## src/design/charge_seq_regs.svh

```systemverilog
/*
 * Timing counts and factory option encodings for the charge sequencer.
 * Assumes a 25 MHz clock; included by the sequencer and its timebase.
 */
`ifndef CHARGE_SEQ_REGS_SVH
`define CHARGE_SEQ_REGS_SVH

`define CLK_HZ 25000000
`define CLK_KHZ 25000
// timebase tick of 1 ms
`define TICK_MS 1
`define TICK_CYCLES (`CLK_KHZ * `TICK_MS)
// termination filter
`define EOC_FILTER_MS 1
`define EOC_FILTER_TICKS (`EOC_FILTER_MS / `TICK_MS)
// flash: 1.6 s period, 50% duty, half period in ms
`define FLASH_PERIOD_MS 1600
`define FLASH_HALF_TICKS (`FLASH_PERIOD_MS / 2 / `TICK_MS)
// preconditioning timer, minutes
`define PRECON_MIN 32
// safety timer options, hours
`define SAFETY_HR_0 4
`define SAFETY_HR_1 6
`define SAFETY_HR_2 8
`define MS_PER_MIN 60000
`define MS_PER_HR 3600000
// safety timer selection codes
`define TSEL_4H 2'h0
`define TSEL_6H 2'h1
`define TSEL_8H 2'h2
`define TSEL_OFF 2'h3

`endif

```

## src/design/charge_seq_pkg.sv

```systemverilog
/*
 * Types for the charge sequencer: state encoding and option selectors.
 * Assumes nothing beyond a SystemVerilog compiler.
 */
package charge_seq_pkg;

    typedef enum logic [3:0] {
        ST_SHUTDOWN = 4'h0,
        ST_STANDBY = 4'h1,
        ST_SHORT = 4'h2,
        ST_PRECON = 4'h3,
        ST_CC = 4'h4,
        ST_CV = 4'h5,
        ST_DONE = 4'h6,
        ST_TEMP_FAULT = 4'h7,
        ST_TIMER_FAULT = 4'h8,
        ST_PRE_FAULT = 4'h9
    } charge_state_t;

    // regulation voltage options 8.2, 8.4, 8.7, 8.8 V
    typedef enum logic [1:0] {
        VREG_8V2 = 2'h0,
        VREG_8V4 = 2'h1,
        VREG_8V7 = 2'h2,
        VREG_8V8 = 2'h3
    } vreg_sel_t;

    // end-of-charge ratio options 5, 7.5, 10, 20 percent
    typedef enum logic [1:0] {
        EOC_5 = 2'h0,
        EOC_7P5 = 2'h1,
        EOC_10 = 2'h2,
        EOC_20 = 2'h3
    } eoc_sel_t;

    // commanded current level for the analog pass device
    typedef enum logic [2:0] {
        CUR_OFF = 3'h0,
        CUR_SHORT = 3'h1,
        CUR_PRECON = 3'h2,
        CUR_FAST = 3'h3,
        CUR_CV = 3'h4
    } current_mode_t;

endpackage

```

## src/design/charge_timebase.sv

```systemverilog
/*
 * Free-running prescaler giving a one-cycle 1 ms tick and a flash phase
 * toggling every 0.8 s. Cleared by synchronous reset at power-up.
 */
`timescale 1ns/1ns
`include "charge_seq_regs.svh"

module charge_timebase (
    input wire logic clk,
    input wire logic rst_n,
    output logic msTick,
    output logic flashPhase
);
    logic [14:0] prescale;
    logic [9:0] flashCount;

    always_ff @(posedge clk) begin
        if (!rst_n) begin
            prescale <= 15'h0000;
            msTick <= 1'b0;
        end else if (prescale == 15'(`TICK_CYCLES - 1)) begin
            prescale <= 15'h0000;
            msTick <= 1'b1;
        end else begin
            prescale <= prescale + 15'h0001;
            msTick <= 1'b0;
        end
    end

    always_ff @(posedge clk) begin
        if (!rst_n) begin
            flashCount <= 10'h000;
            flashPhase <= 1'b0;
        end else if (msTick) begin
            if (flashCount == 10'(`FLASH_HALF_TICKS - 1)) begin
                flashCount <= 10'h000;
                flashPhase <= ~flashPhase;
            end else begin
                flashCount <= flashCount + 10'h001;
            end
        end
    end
endmodule

```

## src/design/charge_sequencer.sv

```systemverilog
/*
 * Charge state machine for a linear two-cell charger: safety timers,
 * termination filter, recharge, thermal and short handling, status pin.
 * Assumes all comparator flags are synchronous to clk and already carry
 * the analog hysteresis; option straps are static after reset.
 */
// Operation
// RL1: entering fast charge restarts safety timer
// RL2: fast charge until regulation level reached
// RL3: timer expiry in fast charge faults
// RL4: timer fault held until battery removed
// RL5: regulation target is one of four
// RL6: CV ends on low current or timeout
// RL7: low-current flag must persist 1 ms
// RL8: safety timer period selectable, or disabled
// RL9: charge complete watches for recharge level
// RL10: no recharge option goes to standby
// RL11: restart needs removal, power or program cycle
// RL12: suspend above 150C, resume after cooling
// RL13: status pin only pulls low or releases
// RL14: status low while charging, else released
// RL15: faults flash 1.6 s or stay released
// RL16: hold short below 1.7 V, trickle only
// RL17: leave short hold above hysteresis level
// RL18: thermal regulation reduces commanded current
// RL19: precondition below threshold, then fast charge
// RL20: precondition timeout faults until removal
// RL21: open program pin holds standby
// RL22: shutdown on supply over or under voltage
// RL23: all timing from one shared timebase
// RL24: over-temperature shows temperature fault state
`timescale 1ns/1ns
`include "charge_seq_regs.svh"

module charge_sequencer
    import charge_seq_pkg::*;
(
    input wire logic clk,
    input wire logic rst_n,
    input wire logic supplyOk,
    input wire logic batteryPresent,
    input wire logic programOpen,
    input wire logic belowShort,
    input wire logic aboveShortHyst,
    input wire logic belowPrecon,
    input wire logic atRegulation,
    input wire logic belowRecharge,
    input wire logic belowEocRatio,
    input wire logic dieHot,
    input wire logic dieCooled,
    input wire logic dieRegulating,
    input wire vreg_sel_t vregSel,
    input wire eoc_sel_t eocSel,
    input wire logic [1:0] safetyTimerSel,
    input wire logic preconEnable,
    input wire logic preconTimerEnable,
    input wire logic rechargeEnable,
    input wire logic flashType,
    output charge_state_t state,
    output current_mode_t currentMode,
    output logic thermalFoldback,
    output vreg_sel_t vregTarget,
    output eoc_sel_t eocTarget,
    output logic statusOut,
    output logic statusOe
);
    charge_state_t next_state;
    logic msTick;
    logic flashPhase;
    // the longest limit needs 25 bits
    logic [24:0] safetyMs;
    logic [21:0] preconMs;
    logic [3:0] eocMs;
    logic eocQualified;
    logic safetyExpired;
    logic preconExpired;
    logic latchedOff;
    logic prevProgramOpen;
    logic charging;

    // one shared prescaler for every timer
    charge_timebase timebase ( // RL23
        .clk(clk),
        .rst_n(rst_n),
        .msTick(msTick),
        .flashPhase(flashPhase)
    );

    function automatic logic [24:0] safetyLimit(input logic [1:0] sel);
        logic [24:0] lim;
        lim = 25'h1FFFFFF;
        if (sel == `TSEL_4H) begin
            lim = 25'(`SAFETY_HR_0 * `MS_PER_HR);
        end else if (sel == `TSEL_6H) begin
            lim = 25'(`SAFETY_HR_1 * `MS_PER_HR);
        end else if (sel == `TSEL_8H) begin
            lim = 25'(`SAFETY_HR_2 * `MS_PER_HR);
        end
        return lim;
    endfunction

    assign charging = (state == ST_CC) || (state == ST_CV);

    // safety timer restarts on each fast charge entry
    always_ff @(posedge clk) begin
        if (!rst_n) begin
            safetyMs <= 25'h0000000;
        end else if (next_state == ST_CC && state != ST_CC) begin
            safetyMs <= 25'h0000000; // RL1
        end else if (charging && msTick && !safetyExpired) begin
            safetyMs <= safetyMs + 25'h0000001;
        end
    end

    assign safetyExpired = (safetyTimerSel != `TSEL_OFF) // RL8
        && (safetyMs >= safetyLimit(safetyTimerSel));

    always_ff @(posedge clk) begin
        if (!rst_n) begin
            preconMs <= 22'h000000;
        end else if (state != ST_PRECON) begin
            preconMs <= 22'h000000;
        end else if (msTick && !preconExpired) begin
            preconMs <= preconMs + 22'h000001;
        end
    end

    assign preconExpired = preconTimerEnable
        && (preconMs >= 22'(`PRECON_MIN * `MS_PER_MIN));

    // transient load dips shorter than the filter never terminate
    always_ff @(posedge clk) begin
        if (!rst_n) begin
            eocMs <= 4'h0;
        end else if (state != ST_CV || !belowEocRatio) begin
            eocMs <= 4'h0; // RL7
        end else if (msTick && !eocQualified) begin
            eocMs <= eocMs + 4'h1;
        end
    end

    // first tick may land anywhere in the first ms, one more guarantees it
    assign eocQualified = (eocMs >= 4'(`EOC_FILTER_TICKS + 1)); // RL7

    // no-recharge latch: cleared by removal, power or program pin cycle
    always_ff @(posedge clk) begin
        if (!rst_n) begin
            latchedOff <= 1'b0;
        end else if (state == ST_CV && eocQualified && !rechargeEnable) begin
            // set wins; a clearing level is still there next cycle
            latchedOff <= 1'b1; // RL10
        end else if (!supplyOk || !batteryPresent || programOpen) begin
            latchedOff <= 1'b0; // RL11
        end
    end

    // reconnect must be seen for two cycles before a restart
    always_ff @(posedge clk) begin
        if (!rst_n) begin
            prevProgramOpen <= 1'b0;
        end else begin
            prevProgramOpen <= programOpen;
        end
    end

    always_comb begin
        next_state = state;
        case (state)
            ST_SHUTDOWN: begin
                next_state = ST_STANDBY;
            end
            ST_STANDBY: begin
                if (batteryPresent && !programOpen && !prevProgramOpen
                    && !latchedOff) begin
                    next_state = belowShort ? ST_SHORT : ST_PRECON;
                end
            end
            ST_SHORT: begin
                if (aboveShortHyst) begin
                    next_state = ST_PRECON; // RL17
                end
            end
            ST_PRECON: begin
                if (belowShort) begin
                    next_state = ST_SHORT; // RL16
                end else if (!belowPrecon || !preconEnable) begin
                    next_state = ST_CC; // RL19
                end else if (preconExpired) begin
                    next_state = ST_PRE_FAULT; // RL20
                end
            end
            ST_CC: begin
                if (belowShort) begin
                    next_state = ST_SHORT; // RL16
                end else if (atRegulation) begin
                    next_state = ST_CV; // RL2
                end else if (safetyExpired) begin
                    next_state = ST_TIMER_FAULT; // RL3
                end
            end
            ST_CV: begin
                if (eocQualified || safetyExpired) begin // RL6
                    next_state = rechargeEnable ? ST_DONE : ST_STANDBY; // RL10
                end
            end
            ST_DONE: begin
                if (belowRecharge) begin
                    next_state = ST_PRECON; // RL9
                end
            end
            ST_TEMP_FAULT: begin
                if (dieCooled) begin
                    next_state = ST_STANDBY; // RL12
                end
            end
            ST_TIMER_FAULT, ST_PRE_FAULT: begin
                next_state = state; // RL4
            end
            default: begin
                next_state = ST_SHUTDOWN;
            end
        endcase
        // overriding conditions in priority order
        if (!batteryPresent && (state == ST_TIMER_FAULT || state == ST_PRE_FAULT
            || state == ST_SHORT || state == ST_PRECON || charging
            || state == ST_DONE)) begin
            next_state = ST_STANDBY; // RL4
        end
        if (programOpen && state != ST_TEMP_FAULT) begin
            next_state = ST_STANDBY; // RL21
        end
        // hot die shows its fault even on leaving shutdown
        if (dieHot) begin
            next_state = ST_TEMP_FAULT; // RL24
        end
        if (!supplyOk) begin
            next_state = ST_SHUTDOWN; // RL22
        end
    end

    always_ff @(posedge clk) begin
        if (!rst_n) begin
            state <= ST_SHUTDOWN;
        end else begin
            state <= next_state;
        end
    end

    // current command follows state
    always_ff @(posedge clk) begin
        if (!rst_n) begin
            currentMode <= CUR_OFF;
        end else begin
            case (next_state)
                ST_SHORT: currentMode <= CUR_SHORT; // RL16
                ST_PRECON: currentMode <= CUR_PRECON; // RL19
                ST_CC: currentMode <= CUR_FAST;
                ST_CV: currentMode <= CUR_CV;
                default: currentMode <= CUR_OFF; // RL12
            endcase
        end
    end

    // foldback only meaningful while current flows
    always_ff @(posedge clk) begin
        if (!rst_n) begin
            thermalFoldback <= 1'b0;
        end else begin
            thermalFoldback <= dieRegulating && (next_state == ST_PRECON
                || next_state == ST_CC || next_state == ST_CV); // RL18
        end
    end

    // option straps sampled every cycle after release, following the pins
    always_ff @(posedge clk) begin
        if (!rst_n) begin
            vregTarget <= VREG_8V2;
            eocTarget <= EOC_5;
        end else begin
            vregTarget <= vregSel; // RL5
            eocTarget <= eocSel;
        end
    end

    // open drain: output level is always low, enable selects pull
    assign statusOut = 1'b0; // RL13
    always_ff @(posedge clk) begin
        if (!rst_n) begin
            statusOe <= 1'b0;
        end else begin
            case (next_state)
                ST_PRECON, ST_CC, ST_CV: statusOe <= 1'b1; // RL14
                // steady variant leaves the pin released in every fault
                ST_TEMP_FAULT, ST_TIMER_FAULT, ST_PRE_FAULT:
                    statusOe <= flashType && flashPhase; // RL15
                default: statusOe <= 1'b0; // RL14
            endcase
        end
    end
endmodule

```

## config.mk

```make
export PLATFORM = sky130hd
export DESIGN_NAME = charge_sequencer
export DESIGN_NICKNAME = d
export VERILOG_FILES = /design/src/design/charge_seq_pkg.sv /design/src/design/charge_timebase.sv /design/src/design/charge_sequencer.sv
export VERILOG_INCLUDE_DIRS = /design/src /design/src/design
export SDC_FILE = /design/constraint.sdc
export NUM_CORES = 1
export LEC_CHECK = 0
export ABC_AREA = 1
export ABC_CLOCK_PERIOD_IN_PS = 7800
export BUFFER_PORTS_ARGS = -buffer_cell sky130_fd_sc_hd__buf_2
export CAP_MARGIN = 20
export CELL_PAD_IN_SITES_DETAIL_PLACEMENT = 1
export CELL_PAD_IN_SITES_GLOBAL_PLACEMENT = 2
export CORE_ASPECT_RATIO = 1.2
export CORE_MARGIN = 1
export CORE_UTILIZATION = 37
export DETAILED_ROUTE_END_ITERATION = 10
export PLACE_DENSITY_LB_ADDON = 0.1
export SYNTH_ARGS = -nofsm -noshare
export SYNTH_HDL_FRONTEND = slang
export SYNTH_HIERARCHICAL = 1
export SYNTH_SLANG_ARGS = --single-unit
```

## constraint.sdc

```tcl
create_clock -name clk -period 7.8 [get_ports clk]
set_input_delay 1.56 -clock clk [delete_from_list [all_inputs] [get_ports clk]]
set_output_delay 1.56 -clock clk [all_outputs]
set_load 0.03 [all_outputs]
```

==> run metrics <==
status finished clean; FF/Latch Area between 1500 and 2000 um2; via/cell ratio 4.88; post-synth net total approximately 860; hpwl dp 11,200 um; initial DRC count 160; Psw around 0.24 mW; Comb pwr share 6.9%; crit path kind in2reg; DR vias 5,085; antenna fix cells 0; Area Overhead vs Synth 11.8%; Max IR drop VDD 76.2 uV; Routed WL per cell 13.5 um; share of cells above drive strength 1 15.0%; vias in the first global route 5,236; Lkg Pwr around 2.6 nW; mapped cell area 5570 um2; drt total wl 14,100 um; die area 15,500 um2; Die H 136 um; Fin. Hold Viols 0; Post-Syn Instances 796; Tmin final about 4800 ps; fin nets 895; Sequential Power Share around half; top cell type's share of synthesized area 33.4%; Post-CTS Resized 0; reg-to-reg critical path startpoint safetyMs[7]; CP peak stage delay ~770 ps; # Post-CTS Setup Buffers 0; CTS Root Cell clkbuf_16; relative slew slack a little over a third; gr usage total 19.4%; Synth Area per Inst 6.99 um2; first-pass GRT wire length 23,900 um; Max Freq 0.209 GHz; max-cap violations 0; Post-DRT Antenna Nets 0; CP max FO 25; Port Buffers 36; count of unique library cells instantiated by Yosys 44; area occupied by multi-input gates 3200 um2; H-tree Lvls 3; CTS Buffer Depth 2; commonest cells after routing, fill and taps aside nand2_1, inv_1, nor2_1; Slew Viols, Final 0; clk sinks 93; largest net degree at the start of global routing 26; Worst Skew 8.61 ps; Pint 0.744 mW; number of synthesis warnings 6; Fill cells 1,886; placed cell count between 1,000 and 1,500; crit path capture type register; RD Place Congestion 0.797; power per standard cell area approximately 160 nW/um2; initial antenna violation count 0; Post-CTS Hold Buffers 0; period utilization 61.3%; TNS Setup 0 ps; core area 14,500 um2; CTS tree yes; Die W 114 um; Slew @ Worst Pin 952 ps; most used cell along the critical path nand2_1; DRC viols 0; Non-Filler Instances approximately 1,000; hold_sp eocMs[3]; cell accounting for the most synthesized area dfxtp_1; Switching Fraction 24.2%; total gr overflow 0; TritonRoute pass-1 iters 4; Critical Path Source safetyTimerSel[0]; clock power share between 40% and 50%; worst path required time 7990 ps; Initial Util 38.3%; worst-skew pair later-pin latency 350 ps; crit path launch type primary input; Clock Pin Slew Worst Setup and Hold Paths 70 ps; number of I/O pins 38; largest cells by area after synthesis dfxtp_1, nand2_1, ha_1; RSZ-0062 raised after global routing false; Setup violations, final 0; ys async rst share 0%; Main synth FF type dfxtp_1; register area share after synthesis 33.4%; Worst Hold Class reg2reg; slowest stage cell, crit path o21ai_4; Seq cells post-synth 93; commonest non-fill, non-tap cell in the layout nand2_1; clock buffer count from CTS 9; Std-Cell Rows 48; Cell Chain, Critical Path buf_2, inv_1, ha_1, or2_2, ha_1, nand2_1, nor2_2, nand2_1, nor2_1, nand2_1, nor2_2, nor2_2, nand3_2, nand2_4, nand2_1, nand2_1, nand2_1, nand3b_1, nand2_2, nand2_2, inv_2, nand3_2, o21ai_4, a21oi_1; number of synthesized flops with an enable pin 0; Worst Path Arrival 4970 ps
[critical path: cells and delay by family]
kind            cells  cell delay [ps]
simple gates       17             1700
compound gates      2              860
fa+ha+maj           2              540
buf+inv             3              290
[logic make-up after synthesis]
| group | Yosys count | share of synthesized area, % |
|---|---|---|
| AND/OR/NAND/NOR | 441 | 37.3 |
| buffers and inverters | 125 | 9.17 |
| flip-flops | 93 | 33.4 |
| AO/OA/AOI/OAI | 75 | 8.11 |
| adder cells (fa/ha/maj) | 35 | 7.87 |
| XOR/XNOR | 26 | 4.09 |
| other | 1 | 0.0674 |
[area by class of cell]
cell class	count	share of cell area (%)
Multi-Input combinational cell	578	51.3
Sequential cell	93	29.9
Inverter	117	7.06
Clock buffer	14	4.40
Tap cell	200	4.02
Timing Repair Buffer	37	3.02
Clock inverter	2	0.261
[registers in the layout, indices dropped and copies added (netlist names), 2 cells and up]
signal / cells
safetyMs: 25
preconMs: 22
timebase/prescale: 15
timebase/flashCount: 10
eocMs: 4
state: 4
currentMode: 3
eocTarget: 2
vregTarget: 2
[power by group through the flow]
stage / Clock, mW / Sequential, mW / Combinational (mW)
2_1_floorplan: 0 / 0.499 / 0.0417
3_3_place_gp: 0 / 0.493 / 0.0665
3_5_place_dp: 0 / 0.493 / 0.0685
4_1_cts: 0.448 / 0.483 / 0.0693
5_1_grt: 0.467 / 0.483 / 0.0765
6_report: 0.431 / 0.483 / 0.0679
[stage by stage]
stage               setup WS (ps)  total power, mW  util [%]  area (um2)  hold slack, ps
floorplan                    3610            0.540         -        5570             409
global placement             2780            0.560      40.8        5930             418
detailed placement           2660            0.562      40.8        5930             426
CTS                          3010             1.00      42.8        6220             436
global route                 2590             1.03      42.8        6220             477
finish                       3020            0.981      42.8        6220             435
[synth_stat cells (2+ instances only)]
master    count
o21ai_0      15
nand4_1      23
nor4_2        2
o21a_1        3
nor3_2        3
nand3b_1      6
dfxtp_1      93
inv_2         6
clkinv_1      2
inv_1       109
nand2_1     179
nor4_1        4
ha_1         35
nand2_4       2
a21oi_2       7
nand3_1      45
nand2_2      11
xor2_1       21
buf_4         3
nor3b_1       5
nand3_2       4
a21oi_1      38
nor3_1       17
nor2_1       97
nor2_2       28
or2_0         3
o21bai_1      3
nor2_4        4
buf_6         4
o21ai_1       2
or2_2         5
xnor2_1       5
[metal layers]
metal	track usage, %	vias up	wire, um
li1	-	2611	-
met1	24.0	2413	6660
met2	33.5	47	6900
met3	2.99	14	279
met4	7.43	0	215
met5	0	-	0
[path summary, 6_finish.rpt]
kind | end | slack, ps | depth (start not counted)
hold / removal | eocMs[3] | 440 | 2
hold reg to reg | eocMs[3] | 440 | 2
setup reg to reg | safetyMs[5] | 4540 | 18
setup / recovery | safetyMs[5] | 3020 | 24
(Power assumes the default switching activity.)
